--- src/ccms_end.sv ---
`timescale 1ns/1ns
`default_nettype none
`default_nettype wire

--- src/ccms_pkg.sv ---
package ccms_pkg;

	// ---------------------------------------------------------------
	// widths
	// ---------------------------------------------------------------
	localparam int unsigned CNT_W       = 16;
	localparam int unsigned TCL_W       = 8;
	localparam int unsigned TIME_W      = CNT_W + TCL_W;
	localparam int unsigned MODE_W      = 3;

	// ---------------------------------------------------------------
	// field positions and reset values
	// ---------------------------------------------------------------
	localparam int unsigned MODE_SEL_BIT = 2;
	localparam logic [CNT_W-1:0] CNT_ZERO = 16'h0000;
	localparam logic [CNT_W-1:0] CNT_MAX  = 16'hffff;
	localparam logic [CNT_W-1:0] CNT_ONE  = 16'h0001;
	localparam logic [TIME_W-1:0] TIME_ZERO = 24'h000000;

	// ---------------------------------------------------------------
	// timing counts
	// ---------------------------------------------------------------
	localparam int unsigned CLK_PERIOD_NS  = 40;
	localparam int unsigned STALL_NS       = 40960;
	localparam int unsigned STALL_CYCLES   = STALL_NS / CLK_PERIOD_NS;
	localparam int unsigned EDGES_TO_RUN   = 3;

	// ---------------------------------------------------------------
	// types
	// ---------------------------------------------------------------
	typedef enum logic {
		CCMS_DIRECT    = 1'b0,
		CCMS_PRESCALER = 1'b1
	} ccms_mode_t;

	typedef enum logic [1:0] {
		CCMS_ST_RESET = 2'b00,
		CCMS_ST_SYNC  = 2'b01,
		CCMS_ST_RUN   = 2'b11
	} ccms_state_t;

	typedef struct packed {
		logic [CNT_W-1:0] osc_period;
		logic [CNT_W-1:0] half_phase_min;
	} ccms_meas_t;

endpackage

--- src/ccms_clock_mode_select.sv ---
// Contract
// RL1: top bit of clock_mode_field set: cpu clock is oscillator divided by two.
// RL2: divide-by-two mode: each cpu clock phase lasts one oscillator period.
// RL3: top bit clear: phase locked loop off, cpu clock straight from oscillator.
// RL4: direct mode: cpu clock frequency and duty cycle follow the oscillator.
// RL5: direct mode: two consecutive half-phases always sum to one oscillator period.
// RL6: odd half-phase counts include one minimum half-phase; even counts use periods.
// RL7: clock mode field is captured during reset and kept afterwards.
// RL8: mode never changes while running; only the next reset resamples it.
`timescale 1ns/1ns
`default_nettype none

module ccms_clock_mode_select #(
	parameter int unsigned STALL_CYCLES = ccms_pkg::STALL_CYCLES
) (
	// clock and reset
	input  wire logic                           clk,
	input  wire logic                           reset,
	// oscillator and configuration pins
	input  wire logic                           osc_in,
	input  wire logic [ccms_pkg::MODE_W-1:0]    clock_mode_field,
	// half-phase timing request
	input  wire logic [ccms_pkg::TCL_W-1:0]     tcl_count,
	// generated clock
	output logic                                cpu_clk,
	output logic                                cpu_clk_edge,
	output logic                                pll_enable,
	output ccms_pkg::ccms_mode_t                mode,
	output logic                                running,
	output logic                                osc_stalled,
	// measurements in clk cycles
	output ccms_pkg::ccms_meas_t                meas,
	output logic [ccms_pkg::TIME_W-1:0]         timing_cycles
);

	// ---------------------------------------------------------------
	// pin synchronisers
	// ---------------------------------------------------------------
	logic                        osc_meta;
	logic                        osc_sync;
	logic                        osc_prev;
	logic [ccms_pkg::MODE_W-1:0] strap_meta;
	logic [ccms_pkg::MODE_W-1:0] strap_sync;
	logic                        osc_rise;
	logic                        osc_fall;
	logic                        osc_edge;

	always_ff @(posedge clk) begin
		osc_meta <= osc_in;
		osc_sync <= osc_meta;
		osc_prev <= osc_sync;
	end

	always_ff @(posedge clk) begin
		strap_meta <= clock_mode_field;
		strap_sync <= strap_meta;
	end

	assign osc_rise = osc_sync & ~osc_prev;
	assign osc_fall = ~osc_sync & osc_prev;
	assign osc_edge = osc_rise | osc_fall;

	// ---------------------------------------------------------------
	// mode capture
	// ---------------------------------------------------------------
	// sampled every cycle while reset is held, frozen afterwards
	always_ff @(posedge clk) begin
		if (reset) begin
			mode <= ccms_pkg::ccms_mode_t'(strap_sync[ccms_pkg::MODE_SEL_BIT]); // RL7
		end
	end // RL8

	always_ff @(posedge clk) begin
		if (reset) begin
			pll_enable <= 1'b0;
		end else begin
			pll_enable <= 1'b0; // RL3
		end
	end

	// ---------------------------------------------------------------
	// start-up sequencing
	// ---------------------------------------------------------------
	ccms_pkg::ccms_state_t state;
	logic [1:0]            edge_cnt;

	always_ff @(posedge clk) begin
		if (reset) begin
			state    <= ccms_pkg::CCMS_ST_RESET;
			edge_cnt <= 2'h0;
		end else begin
			unique case (state)
				ccms_pkg::CCMS_ST_RESET: begin
					state    <= ccms_pkg::CCMS_ST_SYNC;
					edge_cnt <= 2'h0;
				end
				ccms_pkg::CCMS_ST_SYNC: begin
					// let measurements settle before the clock is declared good
					if (osc_edge) begin
						if (edge_cnt == 2'(ccms_pkg::EDGES_TO_RUN - 1)) begin
							state <= ccms_pkg::CCMS_ST_RUN;
						end
						edge_cnt <= edge_cnt + 2'h1;
					end
				end
				ccms_pkg::CCMS_ST_RUN: begin
					if (osc_stalled) begin
						state    <= ccms_pkg::CCMS_ST_SYNC;
						edge_cnt <= 2'h0;
					end
				end
				default: begin
					state <= ccms_pkg::CCMS_ST_RESET;
				end
			endcase
		end
	end

	always_ff @(posedge clk) begin
		if (reset) begin
			running <= 1'b0;
		end else begin
			running <= (state == ccms_pkg::CCMS_ST_RUN) && !osc_stalled;
		end
	end

	// ---------------------------------------------------------------
	// cpu clock generation
	// ---------------------------------------------------------------
	always_ff @(posedge clk) begin
		if (reset) begin
			cpu_clk      <= 1'b0;
			cpu_clk_edge <= 1'b0;
		end else if (mode == ccms_pkg::CCMS_PRESCALER) begin
			// only rising edges: input duty cycle cannot shape the phases
			cpu_clk_edge <= osc_rise; // RL1
			if (osc_rise) begin
				cpu_clk <= ~cpu_clk; // RL2
			end
		end else begin
			cpu_clk      <= osc_sync; // RL4
			cpu_clk_edge <= osc_edge; // RL3
		end
	end

	// ---------------------------------------------------------------
	// oscillator stall watchdog
	// ---------------------------------------------------------------
	logic [ccms_pkg::CNT_W-1:0] stall_cnt;

	always_ff @(posedge clk) begin
		if (reset || osc_edge) begin
			stall_cnt   <= ccms_pkg::CNT_ZERO;
			osc_stalled <= 1'b0;
		end else if (stall_cnt == ccms_pkg::CNT_W'(STALL_CYCLES - 1)) begin
			osc_stalled <= 1'b1;
		end else begin
			stall_cnt <= stall_cnt + ccms_pkg::CNT_ONE;
		end
	end

	// ---------------------------------------------------------------
	// half-phase measurement
	// ---------------------------------------------------------------
	// counts saturate; a stopped oscillator must not wrap into a short value
	logic [ccms_pkg::CNT_W-1:0] half_cnt;
	logic [ccms_pkg::CNT_W-1:0] last_half;
	logic [ccms_pkg::CNT_W-1:0] this_half;
	logic [ccms_pkg::CNT_W:0]   pair_sum;
	logic                       have_half;
	logic [ccms_pkg::CNT_W-1:0] osc_period;
	logic [ccms_pkg::CNT_W-1:0] half_phase_min;

	// one process per field; the port is only wiring of these flops
	assign meas = {osc_period, half_phase_min};

	assign this_half = half_cnt + ccms_pkg::CNT_ONE;
	assign pair_sum  = {1'b0, last_half} + {1'b0, this_half};

	always_ff @(posedge clk) begin
		if (reset || osc_edge) begin
			half_cnt <= ccms_pkg::CNT_ZERO;
		end else if (half_cnt != ccms_pkg::CNT_MAX) begin
			half_cnt <= half_cnt + ccms_pkg::CNT_ONE;
		end
	end

	always_ff @(posedge clk) begin
		if (reset) begin
			last_half <= ccms_pkg::CNT_ZERO;
			have_half <= 1'b0;
		end else if (osc_stalled) begin
			have_half <= 1'b0;
		end else if (osc_edge) begin
			last_half <= this_half;
			have_half <= 1'b1;
		end
	end

	// period from two consecutive half-phases cancels duty error
	always_ff @(posedge clk) begin
		if (reset) begin
			osc_period <= ccms_pkg::CNT_ZERO;
		end else if (osc_edge && have_half) begin
			osc_period <= pair_sum[ccms_pkg::CNT_W] ? ccms_pkg::CNT_MAX :
				pair_sum[ccms_pkg::CNT_W-1:0]; // RL5
		end
	end

	// shortest cpu half-phase seen since reset in direct mode; latest osc_period behind the prescaler
	always_ff @(posedge clk) begin
		if (reset) begin
			half_phase_min <= ccms_pkg::CNT_MAX;
		end else if (mode == ccms_pkg::CCMS_PRESCALER) begin
			if (osc_edge && have_half) begin
				half_phase_min <= osc_period; // RL2
			end
		end else if (osc_edge && (this_half < half_phase_min)) begin
			half_phase_min <= this_half; // RL4
		end
	end

	// ---------------------------------------------------------------
	// half-phase timing calculator
	// ---------------------------------------------------------------
	logic [ccms_pkg::TIME_W-1:0] even_part;
	logic [ccms_pkg::TIME_W-1:0] odd_part;
	logic [ccms_pkg::CNT_W:0]    cpu_period;

	// a pair of half-phases is one cpu period: two oscillator periods behind the prescaler
	assign cpu_period = (mode == ccms_pkg::CCMS_PRESCALER) ? {osc_period, 1'b0} :
		{1'b0, osc_period}; // RL2
	assign even_part = ccms_pkg::TIME_W'(tcl_count[ccms_pkg::TCL_W-1:1]) *
		ccms_pkg::TIME_W'(cpu_period);
	assign odd_part  = tcl_count[0] ? ccms_pkg::TIME_W'(half_phase_min) :
		ccms_pkg::TIME_ZERO;

	always_ff @(posedge clk) begin
		if (reset) begin
			timing_cycles <= ccms_pkg::TIME_ZERO;
		end else begin
			timing_cycles <= even_part + odd_part; // RL6
		end
	end

endmodule

`default_nettype wire

--- config.mk ---
export PLATFORM = sky130hd
export DESIGN_NAME = ccms_clock_mode_select
export DESIGN_NICKNAME = d
export VERILOG_FILES = /design/src/ccms_end.sv /design/src/ccms_pkg.sv /design/src/ccms_clock_mode_select.sv
export SDC_FILE = /design/constraint.sdc
export NUM_CORES = 1
export LEC_CHECK = 0
export BUFFER_PORTS_ARGS = -buffer_cell sky130_fd_sc_hd__buf_2
export CAP_MARGIN = 0
export CORE_ASPECT_RATIO = 1.5
export CORE_MARGIN = 1.5
export CORE_UTILIZATION = 35
export CTS_CLUSTER_SIZE = 40
export DETAILED_ROUTE_END_ITERATION = 10
export PLACE_DENSITY_LB_ADDON = 0.25
export SLEW_MARGIN = 20
export SYNTH_ARGS = -nofsm -noshare
export SYNTH_HDL_FRONTEND = slang
export SYNTH_SLANG_ARGS = --single-unit
--- constraint.sdc ---
create_clock -name clk -period 7.7 [get_ports clk]
set_clock_uncertainty 0.1 [all_clocks]
set_input_delay 1.155 -clock clk [delete_from_list [all_inputs] [get_ports clk]]
set_output_delay 1.155 -clock clk [all_outputs]
set_load 0.05 [all_outputs]
Word level (Yosys, flattened, before mapping)
Cells that the tools add are included.
{"block": "classes", "n_addsub": 5, "mul": 1, "n_lt_le_gt_ge": 1, "n_eq_ne": 10, "muxes": 16, "n_bitwise": 7, "reduce_logical": 13}
{"operator": "$mux 16", "n": 5}
{"operator": "$add 16x1->16 const B", "n": 2}
{"operator": "$add 24x16->24", "n": 1}
{"operator": "$mul 7x17->24", "n": 1}
{"operator": "$add 16x16->17", "n": 1}
{"operator": "$mux 17", "n": 1}
{"operator": "$eq 16x10->1 const B", "n": 1}
{"operator": "$lt 16x16->1", "n": 1}
{"operator": "$ne 16x16->1 const B", "n": 1}
{"operator": "$pmux 2 s3", "n": 2}
{"operator": "$mux 2", "n": 5}
{"operator": "$ne 2x2->1 const B", "n": 3}
{"operator": "$reduce_and 3->1", "n": 2}
{"operator": "$eq 2x2->1 const B", "n": 2}
{"operator": "$ne 2x1->1 const B", "n": 2}
{"operator": "$not 1->1", "n": 4}
{"operator": "$reduce_and 2->1", "n": 2}
{"operator": "$logic_and 1x1->1", "n": 3}
{"operator": "$mux 1", "n": 3}
{"operator": "$reduce_bool 3->1", "n": 1}
{"operator": "$add 2x1->2 const B", "n": 1}
{"operator": "$and 1x1->1", "n": 2}
{"operator": "$eq 2x1->1 const B", "n": 1}
{"operator": "$logic_not 2->1", "n": 1}
{"operator": "other kinds (5)", "n": 5}
{"block": "word_totals", "ff_bits": 123, "input_bits": 14, "out_inout_bits": 62, "word_cells": 72}

Logic depth before layout (Yosys ltp)
{"block": "logic_depth", "depth_word": 6, "mapped_depth": 20, "depth_no_buf": 17}

Least setup slack after synthesis
Ideal clock, no wire load.
{"block": "synth_path", "kind": "register -> register", "from": "register mode", "to": "register timing_cycles[14] in the netlist's numbering", "setup_time_ns": 0.121, "arrival_time_ns": 5.763, "required_time_ns": 7.479, "path_slack_ns": 1.716, "stages_incl_launch_ff": 18, "path_buffers": 2, "period_less_slack_ns": 5.984, "path_cell_list": "edfxtp_1 > buf_2 > buf_1 > mux2i_1 > nand2b_1 > fa_1 > fa_1 > inv_1 > fa_1 > inv_1 > fa_1 > inv_1 > ha_1 > a21o_1 > a211oi_1 > o21ai_0 > a21boi_0 > mux2_2"}
{"block": "synth_via", "elab_chain_len": 3}
{"item": "start: declaration", "line": "ccms_clock_mode_select.sv:28", "rtl": "output ccms_pkg::ccms_mode_t mode,"}
{"item": "start signal: assignment", "line": "ccms_clock_mode_select.sv:69", "rtl": "mode <= ccms_pkg::ccms_mode_t'(strap_sync[ccms_pkg::MODE_SEL_BIT]);"}
{"item": "$mux 17", "line": "ccms_clock_mode_select.sv:231", "rtl": "assign cpu_period = (mode == ccms_pkg::CCMS_PRESCALER) ? {osc_period, 1'b0} :"}
{"item": "$mul 7x17->24", "line": "ccms_clock_mode_select.sv:233", "rtl": "assign even_part = ccms_pkg::TIME_W'(tcl_count[ccms_pkg::TCL_W-1:1]) *"}
{"item": "$add 24x16->24", "line": "ccms_clock_mode_select.sv:242", "rtl": "timing_cycles <= even_part + odd_part;"}
{"item": "end signal: assignment", "line": "ccms_clock_mode_select.sv:240", "rtl": "timing_cycles <= ccms_pkg::TIME_ZERO;"}
{"item": "end signal: assignment", "line": "ccms_clock_mode_select.sv:242"}
{"item": "end: declaration", "line": "ccms_clock_mode_select.sv:33", "rtl": "output logic [ccms_pkg::TIME_W-1:0] timing_cycles"}
No other way between the ends.
A chain may end at the register's enable or synchronous reset.

Worst setup path after layout
{"block": "layout_path", "from": "register mode", "to": "register timing_cycles[22] in the netlist's numbering"}
Same word-level chain as after synthesis.

==> metrics.txt <==
largest net degree at the start of global routing=57; drt pass-1 iters=4; Reg-to-Reg End=timing_cycles[22]$_SDFF_PP0_; type of the worst setup path=reg -> reg; grt met1 use=17.3%; Starting Density=35.4%; DP HPWL=19800 µm; cell-internal power=1.59 mW; RSZ-0062 raised after global routing=false; Commonest cells post-synth=inv_1, dfxtp_1, fa_1; most common cell in the synthesized netlist=inv_1; Layout area overhead=13.5%; total track usage=17.6%; Reg power frac=roughly 28%; fraction of layout cells with a size suffix above 1=11.4%; CP max-delay cell=edfxtp_1; post-DR vias/cell=around 5.0; Synth Cell Area=10100 µm²; Crit. Startpoint=mode$_DFFE_PP_; Post-CTS Setup Repair Bufs=0; number of max-cap violations=0; crit path to=timing_cycles[22]$_SDFF_PP0_; post-route ant nets=0; routing usage on met3=2.63%; Hold Crit Class=reg -> reg; arrival time worst endpoint=6290 ps; Tot Pwr=2.62 mW; Startpoint Class=register; first-pass GRT wire length=41000 µm; number of global-route vias before repair=8306; post-synth net total=1340; Worst Path Buf+Inv=3; Sw Share=39.3%; Worst Path Max Fanout=14; Yosys top cell by area=dfxtp_1; # DRC=0; Worst-Skew Late Latency=between 400 and 500 ps; core area=28500 µm²; clock sinks=119; Post-Syn Area per Cell=8.74 µm²; non-filler cells, final=1577; # IOs=76; worst-margin pin slew=1000 ps; Crit path max-delay family=adder cells; CTS resizes=0; Worst-path clk slew=around 60 ps; Post-synth ARST share=0%; CTS tree=built; clock root buffer=clkbuf_16; Net count, final=about 1.4k; CP max stage delay=slightly above 700 ps; number of synthesized register bits=approximately 120; Ant. Diodes=0; fin. max-slew vios=0; M2 GR Usage=34.7%; routed wire length=24600 µm; CP most frequent cell=fa_1; Finished Core Util=40.2%; Die Y=211 µm; Final Hold Fails=0; htree depth=4; grt ovf=0; Worst Setup End Kind=register; routability-driven placement congestion ratio=0.857; clock share of power=between 30% and 40%; r2r worst-path depth=15; PwrDens=229 nW/µm²; site row count=76; FF-to-FF Start=mode$_DFFE_PP_; post-layout min period=6070 ps; Yosys top cell area share=between 20% and 30%; Primary FF master, synth=dfxtp_1; status=completed; Placed Cells=roughly 1.5k; layer with the highest usage=met2; Slew HR=31.3%; Final TNS setup=0 ps; Post-CTS Hold Buffers=0; Port Buffer Count=72; wire per inst=15.6 µm; Final Hold Slack=227 ps; die area=about 30000 µm²; initial antenna violation count=0; reg-to-reg slack, setup=about 1600 ps; LEAKAGE=5.47 nW; Distinct cells, synth=62; fmax=165 MHz; Crit path depth=15; Die X=142 µm; required time of the critical path=7920 ps; switching power total=1.03 mW; CTS buffer count=17; Via Count=7921; hold-critical path depth=0; largest cells by area after synthesis=dfxtp_1, fa_1, ha_1; initial DRC count=170; post-synthesis cell count=1155; Synthesis Warnings=0; cell breakdown of the critical path=buf_4, mux2i_1, nor2b_1, fa_1, fa_1, fa_1, inv_1, fa_1, inv_1, ha_1, a21o_1, o21ba_2, o2111ai_1, a21oi_1, mux2_2; Tcrit/Tclk final=78.8%; EDFF count, synth=1; sequential-to-total area share from yosys stat=23.7%; worst vdd ir=0.000171 V; Comb power frac=38.8%; clock buffer depth=2; Setup-failing EPs final=0
## power groups by stage
stage / logic [mW] / registers, mW / clock network (mW)
6_report: 1.02 / 0.720 / 0.884
5_1_grt: 1.14 / 0.729 / 0.938
4_1_cts: 1.03 / 0.722 / 0.912
3_5_place_dp: 1.03 / 0.735 / 0
3_3_place_gp: 1.01 / 0.735 / 0
2_1_floorplan: 0.623 / 0.906 / 0
## metal layers
layer	part of all wire [%]	vias to the layer above
li1	-	3972
met1	38	3797
met2	56	100
met3	2.3	52
met4	4.1	0
met5	0	-
## sequential cells by signal (all words and copies together) (netlist names)
signal and count:
strap_meta 1, stall_cnt 16, cpu_clk 1, timing_cycles 24, osc_period 16, edge_cnt 2
osc_stalled 1, osc_prev 1, half_cnt 16, osc_sync 1, mode 1, have_half 1
half_phase_min 16, running 1, strap_sync 1, last_half 16, cpu_clk_edge 1, osc_meta 1
state 2
## cells in the final DEF (no fill, tap or decap), types with 3 or more instances in the layout
cell type and count:
buf_4 12, o211ai_1 22, xnor2_1 30, nor2b_1 81
bufinv_16 4, o21ai_0 53, mux2_2 13, nand3_1 20
or4_1 3, nand2b_1 10, inv_1 153, xor2_1 20
and3_1 16, ha_1 80, clkinvlp_4 3, nand4_1 7
a21o_1 15, o21a_1 5, o21bai_1 3, o2111a_1 3
nor3_1 8, a211oi_1 25, clkbuf_16 17, a2111oi_0 3
buf_2 72, o2111ai_1 4, clkinv_4 5, a31oi_1 4
mux2i_1 27, nor2_1 78, fa_1 91, a21boi_0 3
a21oi_1 72, dfxtp_1 118, and4_1 6, nand2_1 64
and2_1 41
## through the flow
step	cell area (µm²)	worst slack, ps
after detailed placement	10800	1580
after CTS	11500	1600
after floorplan	10100	1720
after global routing	11500	1310
after global placement	10800	1570
final	11500	1630
## worst min-delay path by stage
stage,start,endpoint,slack [ps]
3_5_place_dp,osc_meta$_DFF_P_,osc_sync$_DFF_P_,210
4_1_cts,osc_meta$_DFF_P_,osc_sync$_DFF_P_,230
3_3_place_gp,osc_meta$_DFF_P_,osc_sync$_DFF_P_,210
5_1_grt,osc_meta$_DFF_P_,osc_sync$_DFF_P_,240
6_report,osc_meta$_DFF_P_,osc_sync$_DFF_P_,230
2_1_floorplan,osc_meta$_DFF_P_,osc_sync$_DFF_P_,210
## logic make-up after synthesis
logic type                 Yosys count  share of synthesized area [%]
and+or+nand+nor                    346                           17.9
AOI/OAI and AO/OA                  229                           14.4
buffers and inverters              199                           7.56
adders and majority gates          171                           28.0
DFF                                119                           23.7
xor gates and xnor gates            50                           4.34
muxes                               40                           4.13
other                                1                         0.0371
## area by class of cell
| type | count | area [µm²] |
|---|---|---|
| Fill cell | 2912 | 17100 |
| Clock buffer | 19 | 453 |
| Sequential cell | 119 | 2390 |
| Inverter | 154 | 578 |
| Clock inverter | 13 | 195 |
| Multi-Input combinational cell | 837 | 6950 |
| Timing Repair Buffer | 84 | 450 |
| Tap cell | 351 | 439 |
(Power assumes the default switching activity.)
